## src/bsi_pkg.sv

```systemverilog
//Contract
//- reload button or power-up loads selected image
//- select decode 00 serial,01 parallel,10 four,11 three
//- select change acts only at next load
//- loading image clears every register and data (code resets baud and pending reload only, and does not pulse buffer_clear)
//- buffer clear empties capture buffer, keeps registers
//- parallel image for DDR, serial for serialized
//- decode spans four images, two installed now
//- configured indicator lights once loading completes
//- clock manager reset precedes ready indicator
//- reference time base is 250 MHz multiplied clock
//- heartbeat on, off, on, then five off
//- converter indicator same pattern, dark without clock
//- host indicator lit while host accesses device
package bsi_pkg;

   // clock and derived timing
   localparam int CLK_MHZ = 40;
   localparam int CLK_PERIOD_NS = 25;
   localparam int LOAD_TIME_NS = 2000;
   localparam int LOAD_CYC = (LOAD_TIME_NS + CLK_PERIOD_NS - 1) / CLK_PERIOD_NS;
   localparam logic [7:0] LOAD_LAST = 8'(LOAD_CYC - 1);
   localparam int CMRST_TIME_NS = 100;
   localparam int CMRST_CYC = (CMRST_TIME_NS + CLK_PERIOD_NS - 1) / CLK_PERIOD_NS;
   localparam logic [7:0] CMRST_LAST = 8'(CMRST_CYC - 1);
   localparam int DEB_TIME_NS = 100;
   localparam int DEB_CYC = (DEB_TIME_NS + CLK_PERIOD_NS - 1) / CLK_PERIOD_NS;
   localparam logic [2:0] DEB_LAST = 3'(DEB_CYC - 1);

   // heartbeat: counts in quarter reference cycles
   localparam int REF_MHZ = 250;
   localparam logic [4:0] REF_QSTEP = 5'(REF_MHZ * 4 / CLK_MHZ);
   localparam logic [4:0] CONV_QSTEP = 5'h04;
   localparam logic [24:0] HB_INTERVAL_DEF = 25'h17d7840;
   localparam logic [7:0] CONV_TIMEOUT = 8'h40;
   localparam logic [2:0] HB_ON_A = 3'h0;
   localparam logic [2:0] HB_ON_B = 3'h2;

   // register map, byte addresses
   localparam logic [7:0] ADDR_CONTROL = 8'h00;
   localparam logic [7:0] ADDR_BAUD = 8'h04;
   localparam logic [7:0] ADDR_STATUS = 8'h08;
   localparam int CTRL_RELOAD_BIT = 0;
   localparam int CTRL_BUFCLR_BIT = 1;
   localparam logic [15:0] BAUD_RST = 16'h0015;
   localparam int STAT_CONFIGURED = 0;
   localparam int STAT_READY = 1;
   localparam int STAT_IMAGE_LSB = 2;
   localparam int STAT_SEL_LSB = 4;
   localparam int STAT_REF_LED = 6;
   localparam int STAT_CONV_LED = 7;
   localparam logic [1:0] RESP_OKAY = 2'h0;
   localparam logic [1:0] RESP_SLVERR = 2'h2;

   // four image slots in the configuration memory
   typedef enum logic [1:0] {
      IMG_PARALLEL = 2'h0,
      IMG_SERIAL = 2'h1,
      IMG_THREE = 2'h2,
      IMG_FOUR = 2'h3
   } bsi_image_t;

   // configuration sequence, gray along load, clock reset, run
   typedef enum logic [1:0] {
      ST_LOAD = 2'h0,
      ST_CLKRST = 2'h1,
      ST_RUN = 2'h3
   } bsi_seq_t;

   // upper select listed first
   function automatic bsi_image_t bsi_decode(input logic upper, input logic lower);
      bsi_image_t img;
      img = IMG_SERIAL;
      unique case ({upper, lower})
         2'b00: img = IMG_SERIAL;
         2'b01: img = IMG_PARALLEL;
         2'b10: img = IMG_FOUR;
         2'b11: img = IMG_THREE;
      endcase
      return img;
   endfunction

endpackage

```

## src/bsi_hb_if.sv

```systemverilog
`timescale 1ns/1ps
interface bsi_hb_if;
   logic tick;
   logic [4:0] step;
   logic clear;
   logic led;
   modport core(input tick, input step, input clear, output led);
   modport ctl(output tick, output step, output clear, input led);
endinterface

```

## src/bsi_heartbeat.sv

```systemverilog
`timescale 1ns/1ps
module bsi_heartbeat #(
   parameter logic [24:0] INTERVAL = 25'h17d7840,
   parameter logic [7:0] TIMEOUT = 8'h40
) (
   // clock and control
   input wire logic aclk,
   input wire logic aresetn,
   input wire logic clk_en,
   // tick source and indicator
   bsi_hb_if.core hb
);
   import bsi_pkg::*;

   localparam logic [27:0] INT4 = {1'b0, INTERVAL, 2'b00};

   typedef struct packed {
      logic [26:0] cnt;
      logic [2:0] phase;
      logic [7:0] idle;
      logic led;
   } bsi_hb_state_t;

   bsi_hb_state_t s_reg;
   bsi_hb_state_t s_next;
   logic [27:0] sum;

   assign sum = {1'b0, s_reg.cnt} + {23'h0, hb.step};

   // free-running interval divider stepping an eight-slot pattern
   always_comb begin
      s_next = s_reg;
      if (hb.clear) begin
         s_next = '0;
         // start as if timed out, so a missing clock never lights slot 0 after a load
         s_next.idle = TIMEOUT;
      end else begin
         if (hb.tick) begin
            s_next.idle = 8'h00;
            if (sum >= INT4) begin
               s_next.cnt = 27'(sum - INT4);
               s_next.phase = s_reg.phase + 3'h1;
            end else begin
               s_next.cnt = sum[26:0];
            end
         end else if (s_reg.idle != TIMEOUT) begin
            s_next.idle = s_reg.idle + 8'h01;
         end
         // slots 0 and 2 lit, the other six dark; no ticks means dark
         s_next.led = (s_next.idle != TIMEOUT) &&
                      (s_next.phase == HB_ON_A || s_next.phase == HB_ON_B);
      end
   end

   // state register
   always_ff @(posedge aclk) begin
      if (!aresetn) begin
         s_reg <= '0;
      end else if (clk_en) begin
         s_reg <= s_next;
      end
   end

   assign hb.led = s_reg.led;
endmodule

```

## src/bsi_press.sv

```systemverilog
`timescale 1ns/1ps
module bsi_press (
   // clock and control
   input wire logic aclk,
   input wire logic aresetn,
   input wire logic clk_en,
   // button level in, press pulse out
   input wire logic button,
   output logic press
);
   import bsi_pkg::*;

   typedef struct packed {
      logic level;
      logic [2:0] cnt;
      logic press;
   } bsi_press_state_t;

   bsi_press_state_t s_reg;
   bsi_press_state_t s_next;

   // filter contact bounce: a level must hold for the debounce time
   always_comb begin
      s_next = s_reg;
      s_next.press = 1'b0;
      if (button != s_reg.level) begin
         if (s_reg.cnt == DEB_LAST) begin
            s_next.level = button;
            s_next.cnt = 3'h0;
            s_next.press = button;
         end else begin
            s_next.cnt = s_reg.cnt + 3'h1;
         end
      end else begin
         s_next.cnt = 3'h0;
      end
   end

   // state register
   always_ff @(posedge aclk) begin
      if (!aresetn) begin
         s_reg <= '0;
      end else if (clk_en) begin
         s_reg <= s_next;
      end
   end

   assign press = s_reg.press;
endmodule

```

## src/bsi_top.sv

```systemverilog
`timescale 1ns/1ps
module bsi_top #(
   parameter logic [24:0] HB_INTERVAL = bsi_pkg::HB_INTERVAL_DEF
) (
   // clock, reset, enable
   input wire logic aclk,
   input wire logic aresetn,
   input wire logic clk_en,
   // board inputs
   input wire logic image_select_upper,
   input wire logic image_select_lower,
   input wire logic reload_button,
   input wire logic buffer_clear_button,
   input wire logic converter_clock,
   input wire logic host_link_busy,
   // axi4-lite write address and data
   input wire logic [7:0] s_axi_awaddr,
   input wire logic [2:0] s_axi_awprot,
   input wire logic s_axi_awvalid,
   output logic s_axi_awready,
   input wire logic [31:0] s_axi_wdata,
   input wire logic [3:0] s_axi_wstrb,
   input wire logic s_axi_wvalid,
   output logic s_axi_wready,
   // axi4-lite write response
   output logic [1:0] s_axi_bresp,
   output logic s_axi_bvalid,
   input wire logic s_axi_bready,
   // axi4-lite read
   input wire logic [7:0] s_axi_araddr,
   input wire logic [2:0] s_axi_arprot,
   input wire logic s_axi_arvalid,
   output logic s_axi_arready,
   output logic [31:0] s_axi_rdata,
   output logic [1:0] s_axi_rresp,
   output logic s_axi_rvalid,
   input wire logic s_axi_rready,
   // configuration status
   output bsi_pkg::bsi_image_t config_image,
   output logic parallel_ddr_mode,
   output logic serial_mode,
   output logic clock_manager_reset,
   output logic buffer_clear,
   output logic [15:0] baud_divisor,
   // indicators
   output logic configured_indicator,
   output logic ready_indicator,
   output logic reference_heartbeat_indicator,
   output logic converter_clock_indicator,
   output logic host_activity_indicator
);
   import bsi_pkg::*;

   typedef struct packed {
      bsi_seq_t st;
      logic [7:0] seq_cnt;
      bsi_image_t image;
      logic [15:0] baud;
      logic reload_req;
      logic bufclr;
      logic conv_meta;
      logic conv_q;
      logic conv_prev;
      logic host_led;
      logic aw_held;
      logic [7:0] aw_addr;
      logic w_held;
      logic [31:0] w_data;
      logic [3:0] w_strb;
      logic bvalid;
      logic [1:0] bresp;
      logic rvalid;
      logic [31:0] rdata;
      logic [1:0] rresp;
   } bsi_top_state_t;

   bsi_top_state_t s_reg;
   bsi_top_state_t s_next;
   logic reload_press;
   logic bufclr_press;
   logic wr_fire;
   logic [31:0] status_word;

   bsi_hb_if ref_hb();
   bsi_hb_if conv_hb();

   // debounced button presses
   bsi_press u_reload_press (
      .aclk(aclk),
      .aresetn(aresetn),
      .clk_en(clk_en),
      .button(reload_button),
      .press(reload_press)
   );

   bsi_press u_bufclr_press (
      .aclk(aclk),
      .aresetn(aresetn),
      .clk_en(clk_en),
      .button(buffer_clear_button),
      .press(bufclr_press)
   );

   // reference time base: 250 MHz expressed as quarter steps per aclk cycle
   assign ref_hb.tick = 1'b1;
   assign ref_hb.step = REF_QSTEP;
   assign ref_hb.clear = (s_reg.st == ST_LOAD);

   // converter clock edges seen at aclk; only slow clocks resolve
   assign conv_hb.tick = s_reg.conv_q & ~s_reg.conv_prev;
   assign conv_hb.step = CONV_QSTEP;
   assign conv_hb.clear = (s_reg.st == ST_LOAD);

   // both dividers share one terminal count so rates compare directly
   bsi_heartbeat #(.INTERVAL(HB_INTERVAL), .TIMEOUT(8'hff)) u_ref_hb (
      .aclk(aclk),
      .aresetn(aresetn),
      .clk_en(clk_en),
      .hb(ref_hb)
   );

   bsi_heartbeat #(.INTERVAL(HB_INTERVAL), .TIMEOUT(CONV_TIMEOUT)) u_conv_hb (
      .aclk(aclk),
      .aresetn(aresetn),
      .clk_en(clk_en),
      .hb(conv_hb)
   );

   // status word assembled from live state
   always_comb begin
      status_word = 32'h0000_0000;
      status_word[STAT_CONFIGURED] = configured_indicator;
      status_word[STAT_READY] = ready_indicator;
      status_word[STAT_IMAGE_LSB +: 2] = s_reg.image;
      status_word[STAT_SEL_LSB +: 2] = {image_select_upper, image_select_lower};
      status_word[STAT_REF_LED] = ref_hb.led;
      status_word[STAT_CONV_LED] = conv_hb.led;
   end

   assign wr_fire = s_reg.aw_held && s_reg.w_held && !s_reg.bvalid;

   // sequence, register file and bus slave
   always_comb begin
      s_next = s_reg;
      s_next.bufclr = 1'b0;
      s_next.conv_meta = converter_clock; // foreign clock: only conv_q may read this stage
      s_next.conv_q = s_reg.conv_meta;
      s_next.conv_prev = s_reg.conv_q;
      s_next.host_led = host_link_busy | s_reg.aw_held | s_reg.w_held |
                        s_reg.bvalid | s_reg.rvalid;
      unique case (s_reg.st)
         ST_LOAD: begin
            // selection sampled only while loading
            s_next.image = bsi_decode(image_select_upper, image_select_lower);
            if (s_reg.seq_cnt == LOAD_LAST) begin
               s_next.st = ST_CLKRST;
               s_next.seq_cnt = 8'h00;
            end else begin
               s_next.seq_cnt = s_reg.seq_cnt + 8'h01;
            end
         end
         ST_CLKRST: begin
            if (s_reg.seq_cnt == CMRST_LAST) begin
               s_next.st = ST_RUN;
               s_next.seq_cnt = 8'h00;
            end else begin
               s_next.seq_cnt = s_reg.seq_cnt + 8'h01;
            end
         end
         ST_RUN: begin
            if (bufclr_press) begin
               s_next.bufclr = 1'b1;
            end
         end
         default: begin
            s_next.st = ST_LOAD;
            s_next.seq_cnt = 8'h00;
         end
      endcase
      // address and data taken in either order
      if (s_axi_awvalid && !s_reg.aw_held) begin
         s_next.aw_held = 1'b1;
         s_next.aw_addr = s_axi_awaddr;
      end
      if (s_axi_wvalid && !s_reg.w_held) begin
         s_next.w_held = 1'b1;
         s_next.w_data = s_axi_wdata;
         s_next.w_strb = s_axi_wstrb;
      end
      if (s_reg.bvalid && s_axi_bready) begin
         s_next.bvalid = 1'b0;
      end
      if (wr_fire) begin
         s_next.aw_held = 1'b0;
         s_next.w_held = 1'b0;
         s_next.bvalid = 1'b1;
         s_next.bresp = RESP_OKAY;
         unique case (s_reg.aw_addr)
            ADDR_CONTROL: begin
               if (s_reg.w_strb[0] && s_reg.w_data[CTRL_RELOAD_BIT]) begin
                  s_next.reload_req = 1'b1;
               end
               if (s_reg.w_strb[0] && s_reg.w_data[CTRL_BUFCLR_BIT] &&
                   s_reg.st == ST_RUN) begin
                  s_next.bufclr = 1'b1;
               end
            end
            ADDR_BAUD: begin
               if (s_reg.w_strb[0]) begin
                  s_next.baud[7:0] = s_reg.w_data[7:0];
               end
               if (s_reg.w_strb[1]) begin
                  s_next.baud[15:8] = s_reg.w_data[15:8];
               end
            end
            ADDR_STATUS: begin
               s_next.bresp = RESP_OKAY;
            end
            default: begin
               s_next.bresp = RESP_SLVERR;
            end
         endcase
      end
      // reads answer one cycle after the address is taken
      if (s_reg.rvalid && s_axi_rready) begin
         s_next.rvalid = 1'b0;
      end
      if (s_axi_arvalid && !s_reg.rvalid) begin
         s_next.rvalid = 1'b1;
         s_next.rresp = RESP_OKAY;
         unique case (s_axi_araddr)
            ADDR_CONTROL: s_next.rdata = 32'h0000_0000;
            ADDR_BAUD: s_next.rdata = {16'h0000, s_reg.baud};
            ADDR_STATUS: s_next.rdata = status_word;
            default: begin
               s_next.rdata = 32'h0000_0000;
               s_next.rresp = RESP_SLVERR;
            end
         endcase
      end
      // a load wipes software settings as a power cycle would
      if (s_reg.st == ST_LOAD) begin
         s_next.baud = BAUD_RST;
         s_next.reload_req = 1'b0;
      end
      // a press restarts the load from any state, even mid-load; a register reload written mid-load is cleared
      if (reload_press || s_reg.reload_req) begin
         s_next.st = ST_LOAD;
         s_next.seq_cnt = 8'h00;
      end
   end

   // power-up enters the load state, which is the all-zero code
   always_ff @(posedge aclk) begin
      if (!aresetn) begin
         s_reg <= '0;
      end else if (clk_en) begin
         s_reg <= s_next;
      end
   end

   // outputs from registered state
   assign s_axi_awready = !s_reg.aw_held;
   assign s_axi_wready = !s_reg.w_held;
   assign s_axi_bvalid = s_reg.bvalid;
   assign s_axi_bresp = s_reg.bresp;
   assign s_axi_arready = !s_reg.rvalid;
   assign s_axi_rvalid = s_reg.rvalid;
   assign s_axi_rdata = s_reg.rdata;
   assign s_axi_rresp = s_reg.rresp;
   assign config_image = s_reg.image;
   assign configured_indicator = (s_reg.st != ST_LOAD);
   assign ready_indicator = (s_reg.st == ST_RUN);
   assign clock_manager_reset = (s_reg.st != ST_RUN);
   assign parallel_ddr_mode = configured_indicator && s_reg.image == IMG_PARALLEL;
   assign serial_mode = configured_indicator && s_reg.image == IMG_SERIAL;
   assign buffer_clear = s_reg.bufclr;
   assign baud_divisor = s_reg.baud;
   assign reference_heartbeat_indicator = ref_hb.led;
   assign converter_clock_indicator = conv_hb.led;
   assign host_activity_indicator = s_reg.host_led;
endmodule
```

## config.mk

```make
export PLATFORM = sky130hd
export DESIGN_NAME = bsi_top
export DESIGN_NICKNAME = d
export VERILOG_FILES = /design/src/bsi_pkg.sv /design/src/bsi_hb_if.sv /design/src/bsi_heartbeat.sv /design/src/bsi_press.sv /design/src/bsi_top.sv
export SDC_FILE = /design/constraint.sdc
export NUM_CORES = 1
export LEC_CHECK = 0
export BUFFER_PORTS_ARGS = -buffer_cell sky130_fd_sc_hd__buf_2
export CAP_MARGIN = 20
export CORE_MARGIN = 1.5
export CORE_UTILIZATION = 58
export CTS_CLUSTER_DIAMETER = 30
export CTS_CLUSTER_SIZE = 25
export DETAILED_ROUTE_END_ITERATION = 10
export HOLD_SLACK_MARGIN = 0.12
export PLACE_DENSITY_LB_ADDON = 0.1
export SLEW_MARGIN = 10
export SYNTH_ARGS = -nofsm -noshare
export SYNTH_HDL_FRONTEND = slang
export SYNTH_SLANG_ARGS = --single-unit
```

## constraint.sdc

```tcl
create_clock -name aclk -period 3.95 [get_ports aclk]
set_input_delay 0.5925 -clock aclk [delete_from_list [all_inputs] [get_ports aclk]]
set_output_delay 0.5925 -clock aclk [all_outputs]
set_load 0.005 [all_outputs]
```

==> results of run 1 <==
worst reg2reg max path: stages, from the launching register on:
cell and delay [ns]:
dfxtp_1 0.38, ha_1 0.24, buf_4 0.16, and3_1 0.23
a22oi_1 0.38, o311ai_0 0.20, a211oi_1 0.43, nand4b_1 0.18
o21ai_2 0.38, buf_4 0.25, and2_1 0.25, nand2_1 0.13
nor3b_1 0.22, o21a_1 0.14
area by class of cell:
class	count	area (sq um)
Clock buffer	17	425
Clock inverter	15	160
Fill cell	1445	5940
Inverter	22	82.6
Multi-Input combinational cell	948	5870
Sequential cell	160	3200
Tap cell	220	275
Timing Repair Buffer	115	623
stage by stage:
stage / std cells / hold WS [ns]
6_report: 1497 / 0.401
5_1_grt: 1497 / 0.386
4_1_cts: 1497 / 0.386
3_5_place_dp: 1465 / 0.442
3_3_place_gp: 1465 / 0.430
2_1_floorplan: 1259 / 0.420
repair_timing:
item | 4_1_cts | 5_1_grt
endpoints found under the hold margin | 0 | 0
resized for setup | 0 | 1
setup endpoints to repair | 0 | 1
buffers inserted | 0 | 0
power by group through the flow:
stage               registers, mW  clock network (mW)  logic [mW]
floorplan                    1.70                   0       0.152
global placement             1.70                   0       0.193
detailed placement           1.70                   0       0.195
CTS                          1.67                1.66       0.196
global route                 1.67                1.74       0.220
finish                       1.67                1.63       0.195
kinds of logic (layout without fill, tap and decap cells):
| family | Yosys count | in the layout | synth area share [%] |
|---|---|---|---|
| AOI/OAI and AO/OA | 291 | 291 | 20.3 |
| xor gates and xnor gates | 59 | 59 | 5.26 |
| adders and majority gates | 15 | 15 | 1.91 |
| buffers and inverters | 151 | 169 | 8.32 |
| DFF | 160 | 160 | 32.6 |
| muxes | 28 | 28 | 2.85 |
| other | 1 | 18 | 0.0382 |
| and+or+nand+nor | 537 | 537 | 28.7 |
final timing paths:
path	from	to	slack (ns)	depth (start not counted)
setup / recovery	u_conv_hb.s_reg[14]	u_conv_hb.s_reg[11]	0.33	13
hold / removal	s_axi_wdata[8]	s_reg[50]	0.40	3
setup reg to reg	u_conv_hb.s_reg[14]	u_conv_hb.s_reg[11]	0.33	13
hold reg to reg	u_bufclr_press.s_reg[3]	u_bufclr_press.s_reg[3]	0.45	2
cell usage in the layout, fill, tap and decap left out, types with 5 or more instances in the layout:
cell type and count:
nand2_1 161, dfxtp_1 160, buf_2 96, nor2_1 74, o21ai_0 71, nand3_1 55, nor2b_1 49, a21oi_1 43
a21boi_0 43, xnor2_1 37, nor3_1 29, mux2i_1 28, and3_1 24, and2_1 23, xor2_1 22, nor3b_1 22
a22oi_1 22, inv_1 21, nor4_1 20, buf_4 19, conb_1 18, nand4_1 17, nand2b_1 17, clkbuf_16 17
a31oi_1 15, ha_1 15, and4_1 10, o31ai_1 10, a221oi_1 10, a21o_1 7, or3_1 7, o211ai_1 7
o21a_1 6, nand4b_1 6, o21ai_1 5, inv_8 5
routing by layer:
| layer | wire length (um) | vias to the layer above | share of wire, % |
|---|---|---|---|
| li1 | - | 4413 | - |
| met1 | 10600 | 4068 | 46 |
| met2 | 10500 | 335 | 46 |
| met3 | 1640 | 35 | 7.1 |
| met4 | 363 | 0 | 1.6 |
| met5 | 0 | - | 0 |
==> results.sh, run 1 <==
export IMPL_drt_iter0_drc=644
export IMPL_portBuffers=97
export IMPL_cts_sinks=160
export IMPL_finalMaxSlewViolations=0
export IMPL_grt_busiest_layer="met2"
export IMPL_use_met3_pct=6.66
export IMPL_fin_skew_ns=0.0119
export IMPL_drive_above_1_share_pct=13.6
export IMPL_netlist_top_cells_count="nand2_1, dfxtp_1, nor2_1, o21ai_0, buf_4"
export IMPL_synth_top_area_cell="dfxtp_1"
export IMPL_period_share_pct=91.7
export IMPL_coreArea_sq_um=16600
export IMPL_syn_inst=1242
export IMPL_p_total_mw=3.49
export IMPL_grt_start_max_net_pins=101
export IMPL_power_frac_seq_pct=47.8
export IMPL_ys_flop_type="dfxtp_1"
export IMPL_clockPowerShare_pct=46.6
export IMPL_syn_to_final_growth_pct=8.41
export IMPL_wl_per_cell_um=15.4
export IMPL_holdBufCountCts=0
export IMPL_synth_top_area_share_pct=32.6
export IMPL_final_util_pct=64.2
export IMPL_hold_path_class="input pin to flop"
export IMPL_syn_area_sq_um=9820
export IMPL_worst_slew_pin_slew_ns=0.809
export IMPL_via_per_inst=5.91
export IMPL_ir_drop_uv=340
export IMPL_first_pass_iters=5
export IMPL_rsz0062_at_grt="no"
export IMPL_finalWorstSetupSlack_ns=0.329
export IMPL_swShare_pct=26.3
export IMPL_synth_most_common_cell="nand2_1"
export IMPL_pwr_share_comb_pct=5.6
export IMPL_nets=1351
export IMPL_cts_root_buf="clkbuf_16"
export IMPL_yosys_warnings=0
export IMPL_max_freq_mhz=276
export IMPL_overflow=0
export IMPL_end_kind="flop"
export IMPL_grt_usage_pct=26.2
export IMPL_internal_power_mw=2.57
export IMPL_crit_path_max_fanout=8
export IMPL_antenna_found_initial=0
export IMPL_critPathMaxStageDelay_ns=0.43
export IMPL_place_ws_ns=0.311
export IMPL_met2_usage_pct=41.9
export IMPL_path_cells="ha_1 -> buf_4 -> and3_1 -> a22oi_1 -> o311ai_0 -> a211oi_1 -> nand4b_1 -> o21ai_2 -> buf_4 -> and2_1 -> nand2_1 -> nor3b_1 -> o21a_1"
export IMPL_fin_setup_tns_ns=0
export IMPL_path_class="flop to flop"
export IMPL_startpoint_type="flop"
export IMPL_pin_count=140
export IMPL_die_w_um=133
export IMPL_worstPathRequired_ns=4.32
export IMPL_clk_path_buf_depth=2
export IMPL_synth_area_leaders="dfxtp_1, nand2_1, buf_4, o21ai_0, xnor2_1"
export IMPL_hold_violations=0
export IMPL_drv_cap=0
export IMPL_largest_reg_flops=40
export IMPL_crit_top_cell="buf_4"
export IMPL_synth_edf_count=0
export IMPL_worstPathArrival_ns=4.00
export IMPL_placed_area_sq_um=10000
export IMPL_initial_utilization_pct=59.2
export IMPL_synthDistinctLibCells=85
export IMPL_synth_seq_cells=160
export IMPL_cts_tree="yes"
export IMPL_die_h_um=133
export IMPL_diodes=0
export IMPL_gr_usage_met1_pct=35.4
export IMPL_gp_congestion=0.934
export IMPL_cp_top_family="compound AO/OA/AOI/OAI gates"
export IMPL_num_vias=8851
export IMPL_rows=47
export IMPL_async_flop_share_pct=0
export IMPL_setup_viol=0
export IMPL_relSlewSlack_pct=45.6
export IMPL_cpMaxStageDelayCell="a211oi_1"
export IMPL_ant_nets=0
export IMPL_cts_made_buffers=17
export IMPL_clk_pin_slew_ns=0.07
export IMPL_h_tree_depth=4
export IMPL_die_area_sq_um=17700
export IMPL_final_cell_area_sq_um=10600
export IMPL_status="complete, no violations"
export IMPL_worst_skew_pair_late_latency_ns=0.44
export IMPL_drt_wl_total_um=23100
export IMPL_grt_pass1_vias=7890
export IMPL_syn_area_per_cell_sq_um=7.90
export IMPL_drc_errors=0
export IMPL_p_sw_mw=0.916
export IMPL_powerDensity_nw_per_um2=328
export IMPL_grt_pass1_wl_um=38400
export IMPL_critPathBufInv=2
export IMPL_dp_hpwl_um=16000
export IMPL_final_min_clock_period_ns=3.62
export IMPL_p_leak_nw=3.92
export IMPL_ys_seq_area_share_pct=32.6
No activity file was read; power rests on OpenSTA's default activity.
==> inputs of run 2 (changes only) <==
--- a/config.mk
+++ b/config.mk
@@ -5,7 +5,7 @@
 export SDC_FILE = /design/constraint.sdc
 export NUM_CORES = 1
 export LEC_CHECK = 0
-export BUFFER_PORTS_ARGS = -buffer_cell sky130_fd_sc_hd__buf_2
+export BUFFER_PORTS_ARGS = -buffer_cell sky130_fd_sc_hd__buf_4
 export CAP_MARGIN = 20
 export CORE_MARGIN = 1.5
 export CORE_UTILIZATION = 58
@@ -13,8 +13,7 @@
 export CTS_CLUSTER_SIZE = 25
 export DETAILED_ROUTE_END_ITERATION = 10
 export HOLD_SLACK_MARGIN = 0.12
-export PLACE_DENSITY_LB_ADDON = 0.1
-export SLEW_MARGIN = 10
+export PLACE_DENSITY_LB_ADDON = 0.08
 export SYNTH_ARGS = -nofsm -noshare
 export SYNTH_HDL_FRONTEND = slang
 export SYNTH_SLANG_ARGS = --single-unit
==> run 2 against run 1 <==
Worst hold slack improved by 0.0065 ns. Critical path depth fell by 1. First-iteration DRC count fell by 5.4%. Via count fell by 1.2%. Power rose by 1.2%. Sequential power barely moved. Core utilization rose by 1.5 points. Clock power barely moved. Clock-buffer cell count did not move. Critical path type unchanged. Critical endpoint is now u_ref_hb.s_reg[33]. Largest cell class unchanged.
==> results.sh, run 2 (synthesis gave the netlist of run 1 again) <==
export IMPL_fill_cells=1506
export IMPL_rsz0062_at_grt="no"
export IMPL_cts_made_buffers=17
export IMPL_holdBufCountCts=0
export IMPL_routed_wl_met2_um=10600
export IMPL_grt_pass1_vias=8069
export IMPL_cts_root_buf="clkbuf_16"
export IMPL_seqCellArea_sq_um=3200
export IMPL_die_h_um=133
export IMPL_clk_pin_slew_ns=0.08
export IMPL_drive_above_1_share_pct=13.8
export IMPL_critPathMaxStageDelay_ns=0.53
export IMPL_worstPathRequired_ns=4.27
export IMPL_p_leak_nw=3.97
export IMPL_worst_skew_pair_late_latency_ns=0.43
export IMPL_multiInputGateArea_sq_um=5870
export IMPL_max_freq_mhz=279
export IMPL_num_vias=8744
export IMPL_hold_violations=0
export IMPL_cts_sinks=160
export IMPL_layout_commonest_cell="nand2_1"
export IMPL_finalMaxSlewViolations=0
export IMPL_fin_skew_ns=0.0120
export IMPL_die_w_um=133
export IMPL_grt_start_max_net_pins=99
export IMPL_place_ws_ns=0.337
export IMPL_end_kind="flop"
export IMPL_powerDensity_nw_per_um2=324
export IMPL_final_util_pct=65.7
export IMPL_fin_setup_tns_ns=0
export IMPL_grt_usage_pct=26.8
export IMPL_drt_wl_total_um=23300
export IMPL_diodes=0
export IMPL_pin_count=140
export IMPL_startpoint_type="flop"
export IMPL_finalNonFillerCells=1498
export IMPL_final_min_clock_period_ns=3.58
export IMPL_die_area_sq_um=17700
export IMPL_dp_hpwl_um=16100
export IMPL_dpl_cell_count=1466
export IMPL_antenna_found_initial=0
export IMPL_wl_per_cell_um=15.6
export IMPL_rows=47
export IMPL_postCtsSetupBuffers=0
export IMPL_clk_path_buf_depth=2
export IMPL_nets=1352
export IMPL_overflow=0
export IMPL_path_cells="ha_2 -> a211oi_2 -> nor4_2 -> nand3_1 -> xor2_1 -> nor4_1 -> a211oi_1 -> buf_4 -> or2_4 -> or4_4 -> a31oi_1 -> mux2i_1"
export IMPL_worst_slew_pin_slew_ns=0.840
export IMPL_cts_resized=0
export IMPL_status="complete, no violations"
export IMPL_initial_utilization_pct=59.2
export IMPL_portBuffers=97
export IMPL_dr_wl_met3_um=1440
export IMPL_finalWorstSetupSlack_ns=0.367
export IMPL_cts_tree="yes"
export IMPL_hold_path_class="input pin to flop"
export IMPL_ant_nets=0
export IMPL_cpMaxStageDelayCell="or4_4"
export IMPL_via_per_inst=5.84
export IMPL_final_cell_mix="nand2_1, dfxtp_1, buf_4"
export IMPL_ir_drop_uv=299
export IMPL_first_pass_iters=7
export IMPL_crit_path_max_fanout=12
export IMPL_drv_cap=0
export IMPL_gp_congestion=0.883
export IMPL_grt_pass1_wl_um=39200
export IMPL_syn_to_final_growth_pct=10.9
export IMPL_largest_reg_flops=40
export IMPL_path_class="flop to flop"
export IMPL_highest_layer="met4"
export IMPL_period_share_pct=90.7
export IMPL_drc_errors=0
export IMPL_h_tree_depth=4
export IMPL_met1Wirelength_um=10800
export IMPL_worstPathArrival_ns=3.90
export IMPL_setup_viol=0
export IMPL_relSlewSlack_pct=43.6
export IMPL_coreArea_sq_um=16600
export IMPL_drt_iter0_drc=609
run 2: final cells by class:
class,instances,area share [%]
Clock inverter,15,1.48
Tap cell,220,2.53
Clock buffer,17,3.91
Inverter,22,0.758
Timing Repair Buffer,116,8.00
Multi-Input combinational cell,948,53.9
Sequential cell,160,29.4
run 2: final timing paths:
| path | start | end | slack [ns] | depth (start not counted) |
|---|---|---|---|---|
| setup / recovery | u_ref_hb.s_reg[12] | u_ref_hb.s_reg[33] | 0.37 | 12 |
| hold / removal | s_axi_wdata[15] | s_reg[57] | 0.41 | 3 |
| setup reg to reg | u_ref_hb.s_reg[12] | u_ref_hb.s_reg[33] | 0.37 | 12 |
| hold reg to reg | u_bufclr_press.s_reg[3] | u_bufclr_press.s_reg[3] | 0.45 | 2 |
run 2: worst max-delay path, delay by kind of cell (launching register included):
kind	cells	cell delay (ns)
AO/OA/AOI/OAI	3	0.41
adder cells (fa/ha/maj)	1	0.34
multiplexers	1	0.08
XOR/XNOR	1	0.21
flip-flops	1	0.50
AND/OR/NAND/NOR	5	1.75
buffers and inverters	1	0.17
run 2: stage by stage:
step                hold WS, ns  total power [mW]  area [sq um]
floorplan                 0.420              1.85          9880
global placement          0.428              1.91         10300
detailed placement        0.436              1.92         10300
CTS                       0.395              3.56         10900
global route              0.407              3.67         10900
finish                    0.407              3.53         10900
run 2: layer usage:
metal	GRT usage (%)	vias to the layer above
met5	0	-
met4	9.00	0
met3	6.39	42
met2	43.0	268
met1	35.5	4026
li1	-	4408
run 2: power by group:
part | switching, mW | leakage [nW] | internal, mW
Clock | 0.798 | 0.287 | 0.852
Combinational | 0.114 | 2.39 | 0.0997
Sequential | 0.0224 | 1.30 | 1.64
Total | 0.935 | 3.97 | 2.60
==> inputs of run 3 (changes only) <==
--- a/config.mk
+++ b/config.mk
@@ -7,8 +7,10 @@
 export LEC_CHECK = 0
 export BUFFER_PORTS_ARGS = -buffer_cell sky130_fd_sc_hd__buf_4
 export CAP_MARGIN = 20
+export CELL_PAD_IN_SITES_DETAIL_PLACEMENT = 1
+export CELL_PAD_IN_SITES_GLOBAL_PLACEMENT = 2
 export CORE_MARGIN = 1.5
-export CORE_UTILIZATION = 58
+export CORE_UTILIZATION = 34
 export CTS_CLUSTER_DIAMETER = 30
 export CTS_CLUSTER_SIZE = 25
 export DETAILED_ROUTE_END_ITERATION = 10
==> run 3 against run 2 <==
Sequential power hardly changed. Global-route usage is 6.9 points lower. Die area is 69% higher. Combinational power is 4% higher. Cell area is 3.4% higher. Clock-buffer cell count is 4 higher. Via count is 2.2% higher. Worst setup slack better by 0.0067 ns. Register-to-register slack hardly changed. Cell count is 12% higher. Power is 4.0% higher. Non-clock buffer count is 18 higher.
==> results.sh, run 3 (synthesis gave the netlist of run 1 again) <==
export IMPL_ant_nets=0
export IMPL_startpoint_type="flop"
export IMPL_num_vias=8934
export IMPL_clk_pin_slew_ns=0.07
export IMPL_hold_start="s_axi_wdata[12]"
export IMPL_holdBufCountCts=0
export IMPL_final_min_clock_period_ns=3.58
export IMPL_hold_path_class="input pin to flop"
export IMPL_period_share_pct=90.5
export IMPL_drt_iter0_drc=434
export IMPL_h_tree_depth=4
export IMPL_initial_utilization_pct=34.4
export IMPL_fin_skew_ns=0.0112
export IMPL_hold_violations=0
export IMPL_reg2reg_slack_ns=0.37
export IMPL_rows=62
export IMPL_worst_skew_pair_late_latency_ns=0.44
export IMPL_cts_resized=0
export IMPL_rsz0062_at_grt="no"
export IMPL_ir_drop_uv=270
export IMPL_die_w_um=173
export IMPL_layout_commonest_cell="nand2_1"
export IMPL_largest_reg_flops=40
export IMPL_p_leak_nw=4.08
export IMPL_final_cell_mix="nand2_1, dfxtp_1, buf_4"
export IMPL_setup_viol=0
export IMPL_via_per_inst=5.32
export IMPL_relSlewSlack_pct=43.7
export IMPL_nets=1370
export IMPL_gr_usage_met1_pct=26.2
export IMPL_diodes=0
export IMPL_crit_path_max_fanout=12
export IMPL_grt_usage_pct=19.8
export IMPL_cts_made_buffers=17
export IMPL_end_kind="flop"
export IMPL_finalMaxSlewViolations=0
export IMPL_drt_wl_total_um=29500
export IMPL_die_h_um=173
export IMPL_drv_cap=0
export IMPL_worst_slew_pin_slew_ns=0.838
export IMPL_pin_count=140
export IMPL_syn_to_final_growth_pct=14.7
export IMPL_path_class="flop to flop"
export IMPL_grt_busiest_layer="met2"
export IMPL_fill_cells=3533
export IMPL_fin_setup_tns_ns=0
export IMPL_antenna_found_initial=0
export IMPL_reg2reg_from="u_ref_hb.s_reg[12]"
export IMPL_reg2reg_to="u_ref_hb.s_reg[33]"
export IMPL_use_met3_pct=4.71
export IMPL_clk_path_buf_depth=2
export IMPL_overflow=0
export IMPL_final_util_pct=39.5
export IMPL_status="complete, no violations"
export IMPL_wl_per_cell_um=17.6
export IMPL_drc_errors=0
export IMPL_reg2reg_depth=12
export IMPL_cts_tree="yes"
export IMPL_cts_sinks=160
export IMPL_postCtsSetupBuffers=0
export IMPL_portBuffers=97
export IMPL_worstPathRequired_ns=4.28
export IMPL_grt_pass1_vias=8898
export IMPL_powerDensity_nw_per_um2=326
export IMPL_grt_start_max_net_pins=100
export IMPL_cts_root_buf="clkbuf_16"
export IMPL_met2_usage_pct=32.8
export IMPL_die_area_sq_um=29900
export IMPL_worstPathArrival_ns=3.91
export IMPL_first_pass_iters=6
export IMPL_startpoint="u_ref_hb.s_reg[12]"
export IMPL_max_freq_mhz=280
export IMPL_grt_pass1_wl_um=47900
export IMPL_dp_hpwl_um=20900
export IMPL_coreArea_sq_um=28500
export IMPL_min_delay_path_depth=3
export IMPL_hold_end="s_reg[54]"
export IMPL_gp_congestion=0.834
export IMPL_drive_above_1_share_pct=15.0
## run 3: layout make-up
| type | instances | area [sq um] | share of cell area, % |
|---|---|---|---|
| sequential | 160 | 3200 | 28.4 |
| clock inverter | 11 | 139 | 1.23 |
| clock buffer | 21 | 480 | 4.27 |
| inverter | 22 | 82.6 | 0.733 |
| multi-input combinational | 948 | 5870 | 52.1 |
| tap | 384 | 480 | 4.27 |
| timing repair buffer | 134 | 1010 | 8.93 |
## run 3: through the flow
| step | instances | cell area (sq um) | hold WS, ns | setup slack [ns] | power [mW] |
|---|---|---|---|---|---|
| 5_1_grt | 1680 | 11300 | 0.396 | 0.0640 | 3.82 |
| 3_5_place_dp | 1648 | 10600 | 0.443 | 0.320 | 1.93 |
| 6_report | 1680 | 11300 | 0.409 | 0.374 | 3.67 |
| 2_1_floorplan | 1259 | 9880 | 0.420 | 0.715 | 1.85 |
| 3_3_place_gp | 1648 | 10600 | 0.432 | 0.314 | 1.93 |
| 4_1_cts | 1680 | 11300 | 0.387 | 0.257 | 3.74 |
## run 3: power breakdown
group	total, mW	switching (mW)	internal (mW)
combinational	0.223	0.122	0.101
sequential	1.67	0.0247	1.65
clock	1.78	0.764	1.02
total	3.67	0.911	2.76
## run 3: how the worst max path moves through the flow
stage                          endpoint  slack (ns)  depth (start not counted)
detailed placement   u_ref_hb.s_reg[37]        0.32                         13
floorplan            u_ref_hb.s_reg[33]        0.72                         15
CTS                  u_ref_hb.s_reg[37]        0.26                         13
finish               u_ref_hb.s_reg[33]        0.37                         12
global placement     u_ref_hb.s_reg[37]        0.31                         13
global route        u_conv_hb.s_reg[11]        0.06                         17
## run 3: layer usage
metal | wire [um] | part of all wire (%)
met3 | 1350 | 4.6
met2 | 14000 | 47
met5 | 0 | 0
met4 | 255 | 0.86
met1 | 14000 | 47
## run 3: worst max-delay path: stages (launching register included)
cell      delay (ns)
dfxtp_1         0.32
ha_1            0.27
buf_4           0.18
a211o_4         0.39
and3_1          0.29
mux2i_1         0.17
o21ai_1         0.32
a311oi_2        0.23
o211a_1         0.19
or2_4           0.32
or4_4           0.54
a31oi_1         0.18
mux2i_1         0.09
